--- src/logic/hvac_point_pkg.sv ---
// Constants and carriers for the status and point map
package hvac_point_pkg;
  // Modbus function codes
  localparam logic [7:0] FN_READ_COILS    = 8'h01;
  localparam logic [7:0] FN_READ_DISCRETE = 8'h02;
  localparam logic [7:0] FN_READ_HOLDING  = 8'h03;
  localparam logic [7:0] FN_READ_INPUTS   = 8'h04;
  localparam logic [7:0] FN_WRITE_SINGLE  = 8'h06;
  // Holding register addresses
  localparam logic [15:0] ADDR_START_STOP    = 16'hFC80;
  localparam logic [15:0] ADDR_STATE_FIRST   = 16'hFC90;
  localparam logic [15:0] ADDR_STATE_SECOND  = 16'hFC91;
  localparam logic [15:0] ADDR_ALARM_HIGH    = 16'hFC92;
  localparam logic [15:0] ADDR_ALARM_LOW     = 16'hFC93;
  // Start/stop command words
  localparam logic [15:0] CMD_START = 16'h00AA;
  localparam logic [15:0] CMD_STOP  = 16'h0055;
  // Device state field
  localparam int unsigned STATE_LSB = 8;
  localparam logic [2:0] DEV_STOP_OPERATOR = 3'h0;
  localparam logic [2:0] DEV_STOP_ECONOMY  = 3'h1;
  localparam logic [2:0] DEV_STOP_SCHEDULE = 3'h2;
  localparam logic [2:0] DEV_RUNNING       = 3'h5;
  localparam logic RUN_RESET = 1'b0;
  // First state register bits
  localparam int unsigned BIT_STOP_DELAY   = 7;
  localparam int unsigned BIT_PREHEAT      = 13;
  localparam int unsigned BIT_DEFROST      = 15;
  // Second state register bits
  localparam int unsigned BIT_MAIN_HEAT    = 0;
  localparam int unsigned BIT_COOLING      = 2;
  localparam int unsigned BIT_EXHAUST_HEAT = 3;
  localparam int unsigned BIT_EXCHANGER    = 7;
  localparam int unsigned BIT_BYPASS       = 8;
  localparam int unsigned BIT_GROUND       = 9;
  localparam int unsigned BIT_INLET_FAN    = 10;
  localparam int unsigned BIT_EXTRACT_FAN  = 11;
  // Alarm bits
  localparam int unsigned BIT_SENSOR_BREAK = 3;
  localparam int unsigned BIT_WATER_FROST  = 0;
  localparam int unsigned BIT_INLET_PRESS  = 2;
  localparam int unsigned BIT_HIGH_TEMP    = 5;
  localparam int unsigned BIT_EXCH_FREEZE  = 6;
  localparam int unsigned BIT_FILTER_PRESS = 9;
  // Input register segments
  localparam logic [7:0] SEG_RESISTIVE = 8'h00;
  localparam logic [7:0] SEG_ANALOG    = 8'h01;
  localparam int unsigned N_RES = 4;
  localparam int unsigned N_ANA = 4;
  // Coil and discrete input addresses
  localparam logic [15:0] COIL_BYPASS  = 16'h0002;
  localparam logic [15:0] COIL_GROUND  = 16'h0003;
  localparam logic [15:0] COIL_PUMP    = 16'h0006;
  localparam logic [15:0] COIL_COMPR   = 16'h0007;
  localparam logic [15:0] DIN_OVERTEMP = 16'h0000;
  localparam logic [15:0] DIN_FROST    = 16'h0001;
  localparam logic [15:0] DIN_USER_ONE = 16'h0002;
  localparam logic [15:0] DIN_USER_TWO = 16'h0003;
  localparam logic [15:0] DIN_START    = 16'h0004;

  typedef struct packed {
    logic        valid;
    logic [7:0]  func;
    logic [15:0] addr;
    logic [15:0] wdata;
  } point_req_t;

  typedef struct packed {
    logic        valid;
    logic        error;
    logic [15:0] rdata;
  } point_rsp_t;

  typedef struct packed {
    logic stop_delay;
    logic preheat;
    logic defrost;
    logic main_heat;
    logic cooling;
    logic exhaust_heat;
    logic exchanger;
    logic bypass;
    logic ground_exchanger_active;
    logic inlet_fan;
    logic extract_fan;
    logic economy_stop;
    logic schedule_stop;
  } process_t;

  typedef struct packed {
    logic sensor_break_flag;
    logic water_coil_frost_flag;
    logic inlet_fan_pressure_flag;
    logic high_temperature_flag;
    logic exchanger_freezing_flag;
    logic filter_pressure_flag;
  } alarm_t;

  typedef struct packed {
    logic bypass_drive_output;
    logic ground_exchanger_output;
    logic heating_pump_output;
    logic cooling_compressor_output;
  } coil_t;

  typedef struct packed {
    logic heater_overtemp_input;
    logic frost_alarm_input;
    logic user_function_one_input;
    logic user_function_two_input;
    logic start_stop_input;
  } din_t;
endpackage

--- src/logic/hvac_status_point_map.sv ---
// Modbus-visible status registers and point map of the air handler
`timescale 1ns/10ps
`default_nettype none

// Notes on behaviour
// - Bit 7 of the first state register shows the stop delay, and bit 6 always reads zero.
// - Bits 8 to 10 of the first state register hold the device state 0, 1, 2 or 5.
// - Bit 13 shows preheater heating control and bit 15 shows exchanger defrost.
// - The second state register shows the eight listed processes at their bit places.
// - The high alarm register shows only sensor break at bit 3.
// - The low alarm register shows only bits 0, 2, 5, 6 and 9.
// - Function 04 reads input registers with segment in the high byte and index low.
// - Function 01 reads coils 2, 3, 6 and 7 as the four drive outputs.
// - Function 02 reads discrete inputs 0 to 4 as the five digital inputs.
// - Writing 0x00AA to start/stop starts, 0x0055 stops, and a read returns the state.
module hvac_status_point_map (
  input  wire logic                      sys_clk_i,
  input  wire logic                      rst_b_i,
  input  wire hvac_point_pkg::point_req_t req_i,
  output var hvac_point_pkg::point_rsp_t rsp_o,
  input  wire hvac_point_pkg::process_t  proc_i,
  input  wire hvac_point_pkg::alarm_t    alarm_i,
  input  wire hvac_point_pkg::coil_t     coil_i,
  input  wire hvac_point_pkg::din_t      din_pin_i,
  input  wire logic [16*hvac_point_pkg::N_RES-1:0] res_val_i,
  input  wire logic [16*hvac_point_pkg::N_ANA-1:0] ana_val_i,
  output logic                           run_o
);
  // Pins come from outside the clock domain
  hvac_point_pkg::din_t din_m_q;
  hvac_point_pkg::din_t din_s_q;
  always_ff @(posedge sys_clk_i or negedge rst_b_i) begin
    if (!rst_b_i) begin
      din_m_q <= '0;
      din_s_q <= '0;
    end else begin
      din_m_q <= din_pin_i;
      din_s_q <= din_m_q;
    end
  end

  logic run_q;
  logic run_d;
  hvac_point_pkg::point_rsp_t rsp_q;
  hvac_point_pkg::point_rsp_t rsp_d;
  logic [2:0]  dev_state;
  logic [15:0] state_first;
  logic [15:0] state_second;
  logic [15:0] alarm_high;
  logic [15:0] alarm_low;

  always_comb begin
    // Stopped causes take priority by cause: schedule, then economy, else operator
    if (run_q) begin
      dev_state = hvac_point_pkg::DEV_RUNNING;
    end else if (proc_i.schedule_stop) begin
      dev_state = hvac_point_pkg::DEV_STOP_SCHEDULE;
    end else if (proc_i.economy_stop) begin
      dev_state = hvac_point_pkg::DEV_STOP_ECONOMY;
    end else begin
      dev_state = hvac_point_pkg::DEV_STOP_OPERATOR;
    end
    state_first = 16'h0000;
    state_first[hvac_point_pkg::BIT_STOP_DELAY] = proc_i.stop_delay;
    state_first[hvac_point_pkg::STATE_LSB +: 3] = dev_state;
    state_first[hvac_point_pkg::BIT_PREHEAT] = proc_i.preheat;
    state_first[hvac_point_pkg::BIT_DEFROST] = proc_i.defrost;
    state_second = 16'h0000;
    state_second[hvac_point_pkg::BIT_MAIN_HEAT] = proc_i.main_heat;
    state_second[hvac_point_pkg::BIT_COOLING] = proc_i.cooling;
    state_second[hvac_point_pkg::BIT_EXHAUST_HEAT] = proc_i.exhaust_heat;
    state_second[hvac_point_pkg::BIT_EXCHANGER] = proc_i.exchanger;
    state_second[hvac_point_pkg::BIT_BYPASS] = proc_i.bypass;
    state_second[hvac_point_pkg::BIT_GROUND] = proc_i.ground_exchanger_active;
    state_second[hvac_point_pkg::BIT_INLET_FAN] = proc_i.inlet_fan;
    state_second[hvac_point_pkg::BIT_EXTRACT_FAN] = proc_i.extract_fan;
    alarm_high = 16'h0000;
    alarm_high[hvac_point_pkg::BIT_SENSOR_BREAK] = alarm_i.sensor_break_flag;
    alarm_low = 16'h0000;
    alarm_low[hvac_point_pkg::BIT_WATER_FROST] = alarm_i.water_coil_frost_flag;
    alarm_low[hvac_point_pkg::BIT_INLET_PRESS] = alarm_i.inlet_fan_pressure_flag;
    alarm_low[hvac_point_pkg::BIT_HIGH_TEMP] = alarm_i.high_temperature_flag;
    alarm_low[hvac_point_pkg::BIT_EXCH_FREEZE] = alarm_i.exchanger_freezing_flag;
    alarm_low[hvac_point_pkg::BIT_FILTER_PRESS] = alarm_i.filter_pressure_flag;
  end

  always_comb begin
    run_d = run_q;
    rsp_d = '0;
    if (req_i.valid) begin
      rsp_d.valid = 1'b1;
      case (req_i.func)
        hvac_point_pkg::FN_READ_HOLDING: begin
          case (req_i.addr)
            hvac_point_pkg::ADDR_START_STOP: rsp_d.rdata = {13'h0000, dev_state};
            hvac_point_pkg::ADDR_STATE_FIRST: rsp_d.rdata = state_first;
            hvac_point_pkg::ADDR_STATE_SECOND: rsp_d.rdata = state_second;
            hvac_point_pkg::ADDR_ALARM_HIGH: rsp_d.rdata = alarm_high;
            hvac_point_pkg::ADDR_ALARM_LOW: rsp_d.rdata = alarm_low;
            default: rsp_d.error = 1'b1;
          endcase
        end
        hvac_point_pkg::FN_WRITE_SINGLE: begin
          // Unknown command words are refused but leave run state alone
          if (req_i.addr == hvac_point_pkg::ADDR_START_STOP) begin
            if (req_i.wdata == hvac_point_pkg::CMD_START) begin
              run_d = 1'b1;
            end else if (req_i.wdata == hvac_point_pkg::CMD_STOP) begin
              run_d = 1'b0;
            end else begin
              rsp_d.error = 1'b1;
            end
          end else begin
            rsp_d.error = 1'b1;
          end
        end
        hvac_point_pkg::FN_READ_INPUTS: begin
          if (req_i.addr[15:8] == hvac_point_pkg::SEG_RESISTIVE &&
              req_i.addr[7:0] < 8'(hvac_point_pkg::N_RES)) begin
            rsp_d.rdata = res_val_i[req_i.addr[1:0]*16 +: 16];
          end else if (req_i.addr[15:8] == hvac_point_pkg::SEG_ANALOG &&
                       req_i.addr[7:0] < 8'(hvac_point_pkg::N_ANA)) begin
            rsp_d.rdata = ana_val_i[req_i.addr[1:0]*16 +: 16];
          end else begin
            rsp_d.error = 1'b1;
          end
        end
        hvac_point_pkg::FN_READ_COILS: begin
          case (req_i.addr)
            hvac_point_pkg::COIL_BYPASS: begin
              rsp_d.rdata[0] = coil_i.bypass_drive_output;
            end
            hvac_point_pkg::COIL_GROUND: begin
              rsp_d.rdata[0] = coil_i.ground_exchanger_output;
            end
            hvac_point_pkg::COIL_PUMP: begin
              rsp_d.rdata[0] = coil_i.heating_pump_output;
            end
            hvac_point_pkg::COIL_COMPR: begin
              rsp_d.rdata[0] = coil_i.cooling_compressor_output;
            end
            default: rsp_d.error = 1'b1;
          endcase
        end
        hvac_point_pkg::FN_READ_DISCRETE: begin
          case (req_i.addr)
            hvac_point_pkg::DIN_OVERTEMP: begin
              rsp_d.rdata[0] = din_s_q.heater_overtemp_input;
            end
            hvac_point_pkg::DIN_FROST: begin
              rsp_d.rdata[0] = din_s_q.frost_alarm_input;
            end
            hvac_point_pkg::DIN_USER_ONE: begin
              rsp_d.rdata[0] = din_s_q.user_function_one_input;
            end
            hvac_point_pkg::DIN_USER_TWO: begin
              rsp_d.rdata[0] = din_s_q.user_function_two_input;
            end
            hvac_point_pkg::DIN_START: begin
              rsp_d.rdata[0] = din_s_q.start_stop_input;
            end
            default: rsp_d.error = 1'b1;
          endcase
        end
        default: rsp_d.error = 1'b1;
      endcase
    end
  end

  always_ff @(posedge sys_clk_i or negedge rst_b_i) begin
    if (!rst_b_i) begin
      run_q <= hvac_point_pkg::RUN_RESET;
      rsp_q <= '0;
    end else begin
      run_q <= run_d;
      rsp_q <= rsp_d;
    end
  end

  assign rsp_o = rsp_q;
  assign run_o = run_q;
endmodule

`default_nettype wire

--- config.mk ---
export PLATFORM = sky130hd
export DESIGN_NAME = hvac_status_point_map
export DESIGN_NICKNAME = d
export VERILOG_FILES = /design/src/logic/hvac_point_pkg.sv /design/src/logic/hvac_status_point_map.sv
export SDC_FILE = /design/constraint.sdc
export NUM_CORES = 1
export LEC_CHECK = 0
export ABC_AREA = 1
export BUFFER_PORTS_ARGS = -buffer_cell sky130_fd_sc_hd__buf_4
export CAP_MARGIN = 20
export CORE_MARGIN = 1.5
export CORE_UTILIZATION = 40
export CTS_CLUSTER_DIAMETER = 50
export DETAILED_ROUTE_END_ITERATION = 16
export PLACE_DENSITY = 0.82
export SLEW_MARGIN = 20
export SYNTH_ARGS = -nofsm -noshare
export SYNTH_HDL_FRONTEND = slang
export SYNTH_SLANG_ARGS = --single-unit
--- constraint.sdc ---
create_clock -name sys_clk_i -period 3.1 [get_ports sys_clk_i]
set_clock_uncertainty 0.1 [all_clocks]
set_input_delay 0.155 -clock sys_clk_i [delete_from_list [all_inputs] [get_ports sys_clk_i]]
set_output_delay 0.155 -clock sys_clk_i [all_outputs]
set_load 0.01 [all_outputs]
Yosys cells after proc, flatten, opt, wreduce, memory -nomap -nowiden
Cells that the tools add are included.
- reductions and logical operators: 9
- eq/ne operators: 19
- shift-type cells: 2
- muxes and demuxes: 22
- magnitude comparators: 1
- operators with widths (kind ; number):
    $shiftx 64x7->16 ; 2
    $eq 16x16->1 const B ; 5
    $pmux 16 s5 ; 1
    $eq 16x3->1 const B ; 3
    $eq 16x2->1 const B ; 2
    $mux 16 ; 2
    $pmux 15 s2 ; 1
    $mux 18 ; 1
    $eq 16x1->1 const B ; 1
    $eq 16x7->1 const B ; 1
    $eq 16x8->1 const B ; 1
    $eq 8x1->1 const B ; 2
    $eq 8x2->1 const B ; 2
    $eq 8x3->1 const B ; 2
    $logic_not 16->1 ; 1
    $mux 1 ; 11
    $pmux 1 s5 ; 2
    $reduce_or 5->1 ; 2
    $logic_not 8->1 ; 1
    $lt 8x3->1 const B ; 1
    $pmux 1 s4 ; 2
    $reduce_and 4->1 ; 1
    $reduce_or 4->1 ; 1
    $mux 3 ; 1
    3 further kinds ; 4
- flip-flop bits (word level): 29
- output and inout port bits: 19
- word-level logic and storage cells: 67

Longest topological paths before layout
Gate-level depths: netlist of the first run.
- depth in word-level cells: 6
- depth in mapped cells: 12
- depth with buffers taken out: 12

Worst setup path before layout of the first run
No wires, ideal clock.
- path type: in2reg
- start point: input req_i[22] (netlist bit)
- end point: register rsp_q, in the netlist rsp_o[16]
- data arrival time: 1.125 ns
- cell stages on the path: 11
- setup slack: 1.743 ns
- data required time: 2.868 ns
- path buffers: 1
- setup time: 0.132 ns
- cell sequence: nor2_1 -> nand2_2 -> nor2_2 -> nand2_1 -> buf_2 -> nor2_2 -> nor2_1 -> nand4_1 -> nand3_1 -> nor2_1 -> nor2_1
- RTL lines (what ; RTL line ; RTL):
    from (decl) ; hvac_status_point_map.sv:19 ; input wire hvac_point_pkg::point_req_t req_i,
    to (signal assigned) ; hvac_status_point_map.sv:176 ; rsp_q <= rsp_d;
    to (decl) ; hvac_status_point_map.sv:44 ; hvac_point_pkg::point_rsp_t rsp_q;

==> flow_metrics.py, run 1 <==
metrics = {
    "global_route": {
        "grt_start_max_net_pins": 30,
        "antenna_found_initial": 0,
        "gr-total-overflow": 0,
        "grt_usage_pct": 31.0,
        "grt_pass1_wl_mm": 17.7,
        "grt_pass1_vias": 3943,
    },
    "routing": {
        "wl_per_cell_um": 15.6,
        "vias": 3891,
        "viasPerCell": 5.37,
        "wl_mm": 11.3,
        "drt_iter0_drc": 213,
        "drtPass1Iterations": 6,
        "ant_nets": 0,
        "drc": 0,
    },
    "critical_path": {
        "critPathArrivalTime_ns": 1.90,
        "ff2ff_setup_slack_ns": 1.61,
        "critPathSlowestCell": "inv_2",
        "worstSetupEndpoint": "rsp_o[3]",
        "critical_path.max_stage_delay_ns": 0.38,
        "r2r-start": "run_o",
        "worstPathMaxFanout": 24,
        "worstSetupPathDepth": 12,
        "cp_common_cell": "nor2_1",
        "end_kind": "flop",
        "startpoint_type": "input port",
        "reg2regPathDepth": 10,
        "reg2reg_to": "rsp_o[0]",
        "path_buf_inv": 3,
        "path_class": "input port to flop",
        "crit_family": "simple AND/OR/NAND/NOR gates",
        "cp-startpoint": "req_i[27]",
        "crit_chain": "buf_4, nor2_1, nand2_1, nor2_2, buf_4, nand2_1, inv_2, nor2_1, nand3_1, nand3_1, a21oi_1, nor2_1",
        "required_ns": 3.14,
    },
    "timing": {
        "slew_headroom_pct": 59.4,
        "post-route-period-util_pct": 60.0,
        "min_period_ns": 1.86,
        "fin_ws_ns": 1.24,
        "worstMarginPinSlew_ns": 0.609,
        "fin_tns_setup_ns": 0,
        "rsz0062_at_grt": "no",
        "hold_violations": 0,
        "slew_viol_final": 0,
        "fmax_mhz": 538,
        "setup-violations-final": 0,
    },
    "final_layout": {
        "final_util_pct": 70.1,
        "layout-drive-gt1-share_pct": 40.6,
        "final_cell_mix": "219 x buf_4, 113 x nand2_1, 54 x nor2_1, 42 x nand3_1, 34 x inv_1",
        "finalNetCount": 845,
        "regArea_um2": 726,
        "multi_input_area_mm2": 0.00168,
        "layout_commonest_cell": "buf_4",
        "fillers": 575,
        "num_antenna_cells": 0,
        "synthToLayoutAreaGrowth_pct": 68.7,
    },
    "yosys": {
        "ys_ff_latch": 29,
        "synth_ff_type": "dfrtp_1",
        "syn-num-nets": 629,
        "ys_types": 33,
        "synth_cells": 430,
        "ys_warn_count": 0,
        "synth_edf_count": 0,
        "syn_avg_cell_area_um2": 6.17,
        "async_flop_share_pct": 100,
        "syn_area_mm2": 0.00265,
        "ys_seq_area_share_pct": 27.3,
    },
    "die": {
        "die_y_um": 84.5,
        "design.die.area_mm2": 0.00713,
        "die_w_um": 84.5,
        "row_count": 29,
        "initial_utilization_pct": 41.6,
        "ios": 218,
        "core-area_mm2": 0.00639,
    },
    "pwr": {
        "combPwrFrac_pct": 32.1,
        "p_clk_share_pct": 31.4,
        "leakage_uw": 0.00236,
        "power_switching_uw": 276,
        "power.density_mw_per_mm2": 239,
        "vdd_drop_max_mv": 0.222,
        "sw_frac_of_total_pct": 25.8,
        "seq_power_share_pct": 36.4,
        "intPower_uw": 792,
    },
    "clocking": {
        "clkTransAtPathRegs_ns": 0.06,
        "clock-sinks": 29,
        "postCtsSetupBuffers": 0,
        "clock_latency_ns": 0.27,
        "cts_resized": 0,
        "htree_levels": 2,
        "cts_hold_buf": 7,
        "clockBufferDepth": 2,
        "cts_tree": "done",
        "root_buffer": "clkbuf_8",
        "cts_made_buffers": 5,
    },
    "worst_hold_path": {
        "hold_class": "input port to flop",
    },
    "status": {
        "outcome": "completed",
    },
    "place": {
        "dp_hpwl_mm": 9.43,
        "place.gp.congestion": 0.915,
        "pre_cts_ws_ns": 1.04,
        "port_buffers": 217,
    },
    "run": {
        "cap_violations": 0,
    },
}
==> stage by stage <==
step | std cells | cell area (µm²) | hold WS (ns) | power, µW
after floorplan | 430 | 2650 | -0.241 | 496
after global placement | 709 | 4310 | -0.0106 | 726
after detailed placement | 709 | 4310 | -0.00918 | 730
after CTS | 724 | 4480 | 0.0379 | 1070
after global routing | 724 | 4480 | 0.0593 | 1120
final | 724 | 4480 | 0.0386 | 1070
==> tightest hold or removal path, stage by stage <==
cell	delay [ns]
buf_4	0.11
nand2_1	0.05
a21oi_1	0.06
==> cell usage after synthesis (2+ instances only) <==
| cell type | n | area, µm² |
|---|---|---|
| o21ai_0 | 16 | 80.1 |
| nand4_1 | 9 | 56.3 |
| buf_4 | 3 | 22.5 |
| nand2_1 | 113 | 424 |
| a31oi_1 | 8 | 50.1 |
| buf_2 | 11 | 55.1 |
| a22oi_1 | 14 | 105 |
| nor2_1 | 54 | 203 |
| nor2_4 | 3 | 33.8 |
| a21oi_1 | 16 | 80.1 |
| inv_1 | 34 | 128 |
| inv_2 | 6 | 22.5 |
| nand3_1 | 42 | 210 |
| clkbuf_1 | 3 | 11.3 |
| nand2_2 | 3 | 18.8 |
| nor2_2 | 10 | 62.6 |
| or2_2 | 10 | 62.6 |
| o22ai_1 | 25 | 156 |
| o21ai_1 | 3 | 15.0 |
| and3_1 | 2 | 12.5 |
| dfrtp_1 | 29 | 726 |
| nor3_1 | 4 | 20.0 |
| a221oi_1 | 2 | 17.5 |
==> layer usage <==
| layer | vias up | part of all wire (%) | GRT usage [%] | wire length, µm |
|---|---|---|---|---|
| li1 | 1883 | - | - | - |
| met1 | 1750 | 35 | 32.8 | 3900 |
| met3 | 46 | 8.7 | 7.28 | 989 |
| met5 | - | 0 | 0 | 0 |
| met2 | 212 | 52 | 58.2 | 5930 |
| met4 | 0 | 4.3 | 13.9 | 485 |
==> worst min path at each step <==
stage                       to  slack (ns)        from  cells after the start
finish               rsp_o[15]        0.04  proc_i[10]                      3
global route          rsp_o[3]        0.06   proc_i[7]                      3
CTS                  rsp_o[15]        0.04  proc_i[10]                      3
detailed placement  din_m_q[2]      -0.009     rst_b_i                      1
global placement    din_m_q[1]       -0.01     rst_b_i                      1
floorplan           din_m_q[0]       -0.24     rst_b_i                      0
==> power by group through the flow <==
| stage | clock network, µW | logic [µW] | registers [µW] |
|---|---|---|---|
| 3_3_place_gp | 0 | 330 | 396 |
| 3_5_place_dp | 0 | 334 | 396 |
| 5_1_grt | 358 | 373 | 390 |
| 6_report | 336 | 343 | 389 |
| 2_1_floorplan | 0 | 100 | 396 |
| 4_1_cts | 338 | 342 | 389 |
==> area by class of cell <==
cell class | instances | area share [%]
repair buffers | 226 | 38.3
multi-input cells | 343 | 37.6
flip-flops and latches | 29 | 16.2
inverters | 41 | 3.49
clock buffers | 7 | 2.15
well taps | 77 | 2.15
clock inverters | 1 | 0.112
==> flip-flops by register name, indices dropped and copies added, names as in the netlist <==
name	cells
rsp_o	18
din_s_q	5
run_o	1
din_m_q	5
==> cell families (layout without fill, tap and decap cells) <==
logic type	count (synthesis)	after routing	share of synthesized area, %
DFF	29	29	27.3
buffers and inverters	58	275	9.24
AOI/OAI and AO/OA	87	87	19.8
and+or+nand+nor	256	256	43.6
Note: power is estimated with default switching activity, not from simulation.
==> run 2: changes to the inputs <==
- ABC_AREA: 1 -> 0
- CORE_UTILIZATION: 40 -> 35
- PLACE_DENSITY: 0.82 -> 0.78
- clock period: 3.1 -> 1.7 ns (I/O delays scaled with it)
==> flow_metrics.py, run 2 <==
metrics = {
    "status": {
        "outcome": "finished with violations",
        "violations": "setup timing",
    },
    "routing": {
        "ant_nets": 0,
        "drt_iter0_drc": 115,
        "vias": 3037,
        "drc": 0,
        "viasPerCell": 5.24,
        "wl_per_cell_um": 17.6,
        "drtPass1Iterations": 4,
        "wl_mm": 10.2,
    },
    "yosys": {
        "syn_area_mm2": 0.00255,
        "synthMuxAreaShare_pct": 30.7,
        "synth_simple_gate_area_share_pct": 21.2,
        "synth-adder-area-share_pct": 0,
        "ys_warn_count": 0,
        "yosys.area.top_type": "mux4_2",
        "netlist.area_leader.share_pct": 30.1,
        "ys_ff_latch": 29,
        "synth_edf_count": 0,
        "synth_xor_area_share_pct": 0.344,
        "synthTopCellsByCount": "34 x mux4_2, 29 x dfrtp_1, 27 x inv_1",
        "synth_cells": 240,
        "synth-compound-area-share_pct": 12.2,
        "syn-num-nets": 439,
        "ys_seq_area_share_pct": 28.5,
        "async_flop_share_pct": 100,
        "synth_top_family_by_area": "multiplexers",
        "synthTopCellsByArea": "mux4_2 30%, dfrtp_1 29%, inv_1 4.0%, o22ai_1 3.2%, nand2_1 2.4%",
        "yosysMostFrequentCell": "mux4_2",
        "ys_types": 44,
        "synth_ff_type": "dfrtp_1",
        "syn_avg_cell_area_um2": 10.6,
    },
    "die": {
        "initial_utilization_pct": 36.9,
        "core-area_mm2": 0.00691,
        "design.die.area_mm2": 0.00780,
        "die_w_um": 88.3,
        "ios": 218,
        "row_count": 30,
        "die_y_um": 88.3,
    },
    "clocking": {
        "cts_tree": "done",
        "clock-sinks": 29,
        "htree_levels": 2,
        "clockBufferDepth": 2,
        "clock_latency_ns": 0.27,
        "root_buffer": "clkbuf_8",
        "cts_made_buffers": 5,
        "clkTransAtPathRegs_ns": 0.07,
    },
    "timing": {
        "hold_violations": 0,
        "post-route-period-util_pct": 106,
        "worstMarginPinSlew_ns": 0.364,
        "slew_viol_final": 0,
        "min_period_ns": 1.79,
        "rsz0062_at_grt": "yes",
        "slew_headroom_pct": 75.4,
        "setup-violations-final": 4,
        "fmax_mhz": 557,
        "fin_ws_ns": -0.0940,
    },
    "global_route": {
        "antenna_found_initial": 0,
        "grt_start_max_net_pins": 30,
        "grt_pass1_vias": 3059,
        "grt_usage_pct": 25.2,
        "gr-total-overflow": 0,
        "grt_pass1_wl_mm": 14.9,
    },
    "critical_path": {
        "path_class": "input port to flop",
        "r2r-start": "din_s_q[1]",
        "ff2ff_setup_slack_ns": 0.16,
        "critPathSlowestCell": "or4_4",
        "path_buf_inv": 1,
        "cp-startpoint": "req_i[37]",
        "crit_family": "simple AND/OR/NAND/NOR gates",
        "worstPathMaxFanout": 2,
        "critical_path.max_stage_delay_ns": 0.53,
        "worstSetupPathDepth": 6,
        "reg2regPathDepth": 5,
        "crit_chain": "buf_6, or4_4, or4b_4, a2111oi_4, nand2_2, mux2_4",
        "critPathArrivalTime_ns": 1.86,
        "end_kind": "flop",
        "required_ns": 1.76,
        "startpoint_type": "input port",
        "worstSetupEndpoint": "run_o",
        "reg2reg_to": "rsp_o[0]",
    },
    "final_layout": {
        "final_cell_mix": "234 x buf_4, 34 x mux4_2, 29 x dfrtp_1, 27 x inv_1, 16 x nand2_1",
        "largest_register_ffs": 18,
        "finalNetCount": 682,
        "final_area_mm2": 0.00467,
        "synthToLayoutAreaGrowth_pct": 83.4,
        "fillers": 561,
        "layout-drive-gt1-share_pct": 60.7,
        "layout_commonest_cell": "buf_4",
        "num_antenna_cells": 0,
    },
    "worst_hold_path": {
        "hold_class": "input port to flop",
    },
    "run": {
        "cap_violations": 0,
    },
    "place": {
        "port_buffers": 217,
        "post_dp_cell_area_mm2": 0.00443,
        "place.gp.congestion": 0.873,
        "dp_hpwl_mm": 8.56,
    },
    "pwr": {
        "power.density_mw_per_mm2": 425,
        "vdd_drop_max_mv": 0.213,
        "leakage_uw": 0.00224,
        "total_power_uw": 1990,
    },
}
run 2: cell count changes after synthesis, sizes merged, moves of 11 or more:
cell,change
a22oi,-13
o21ai,-14
mux4,+34
o22ai,-12
a21oi,-11
nand3,-39
nor2,-59
nand2,-100
inv,-14
run 2: cell families after synthesis:
logic type | Yosys count
AND/OR/NAND/NOR | 88
XOR/XNOR | 1
flip-flops | 29
buffers and inverters | 44
multiplexers | 35
AO/OA/AOI/OAI | 43
run 2: power by group:
group	switching, µW	total [µW]	internal (µW)	leakage, µW
Combinational	231	731	499	0.00181
Clock	265	547	282	0.0000439
Sequential	4.02	709	705	0.000377
Total	501	1990	1490	0.00224
run 2: worst min path at each step:
stage	startpoint	end	slack, ns	cells past startpoint
finish	alarm_i[2]	rsp_o[5]	0.008	3
global route	proc_i[11]	rsp_o[13]	0.02	3
CTS	proc_i[2]	rsp_o[11]	0.01	3
detailed placement	rst_b_i	rsp_o[6]	-0.07	1
global placement	rst_b_i	rsp_o[6]	-0.07	1
floorplan	rst_b_i	din_m_q[0]	-0.31	0
run 2: layout make-up:
type / count / area (µm²) / area share (%)
Inverter: 27 / 101 / 2.17
Multi-Input combinational cell: 167 / 1660 / 35.5
Timing Repair Buffer: 253 / 1980 / 42.4
Clock inverter: 3 / 17.5 / 0.375
Clock buffer: 5 / 68.8 / 1.47
Sequential cell: 29 / 726 / 15.5
Tap cell: 96 / 120 / 2.57
run 2: metrics by stage:
stage	cells	TNS, ns	hold slack [ns]	setup slack [ns]	util, %
finish	580	-0.140	0.00776	-0.0940	67.6
global route	580	-0.254	0.0201	-0.127	67.6
CTS	580	-0.107	0.0121	-0.0813	67.5
detailed placement	559	-4.96	-0.0678	-0.394	64.2
global placement	559	-4.47	-0.0750	-0.371	64.2
floorplan	240	-2.36	-0.311	-0.250	-
run 2: what timing repair did:
| item | in CTS | in global routing |
|---|---|---|
| setup endpoints to repair | 7 | 13 |
| pin swaps | 0 | 1 |
| buffers inserted | 0 | 0 |
| gates resized for setup | 3 | 6 |
| hold buffers | 13 | 0 |
| hold endpoints to repair | 40 | 0 |
run 2: routing by layer:
layer  vias to the layer above  part of all wire [%]  wire (µm)  track usage [%]
met4                         0                   2.1        212             5.68
met2                       150                    52       5370             44.1
li1                       1422                     -          -                -
met5                         -                     0          0                0
met1                      1447                    38       3900             32.5
met3                        18                   7.3        745             4.94
run 2: worst min-delay path, cell delays in order:
cell and delay, ns:
buf_4 0.11, nand4_1 0.08, a21boi_1 0.07
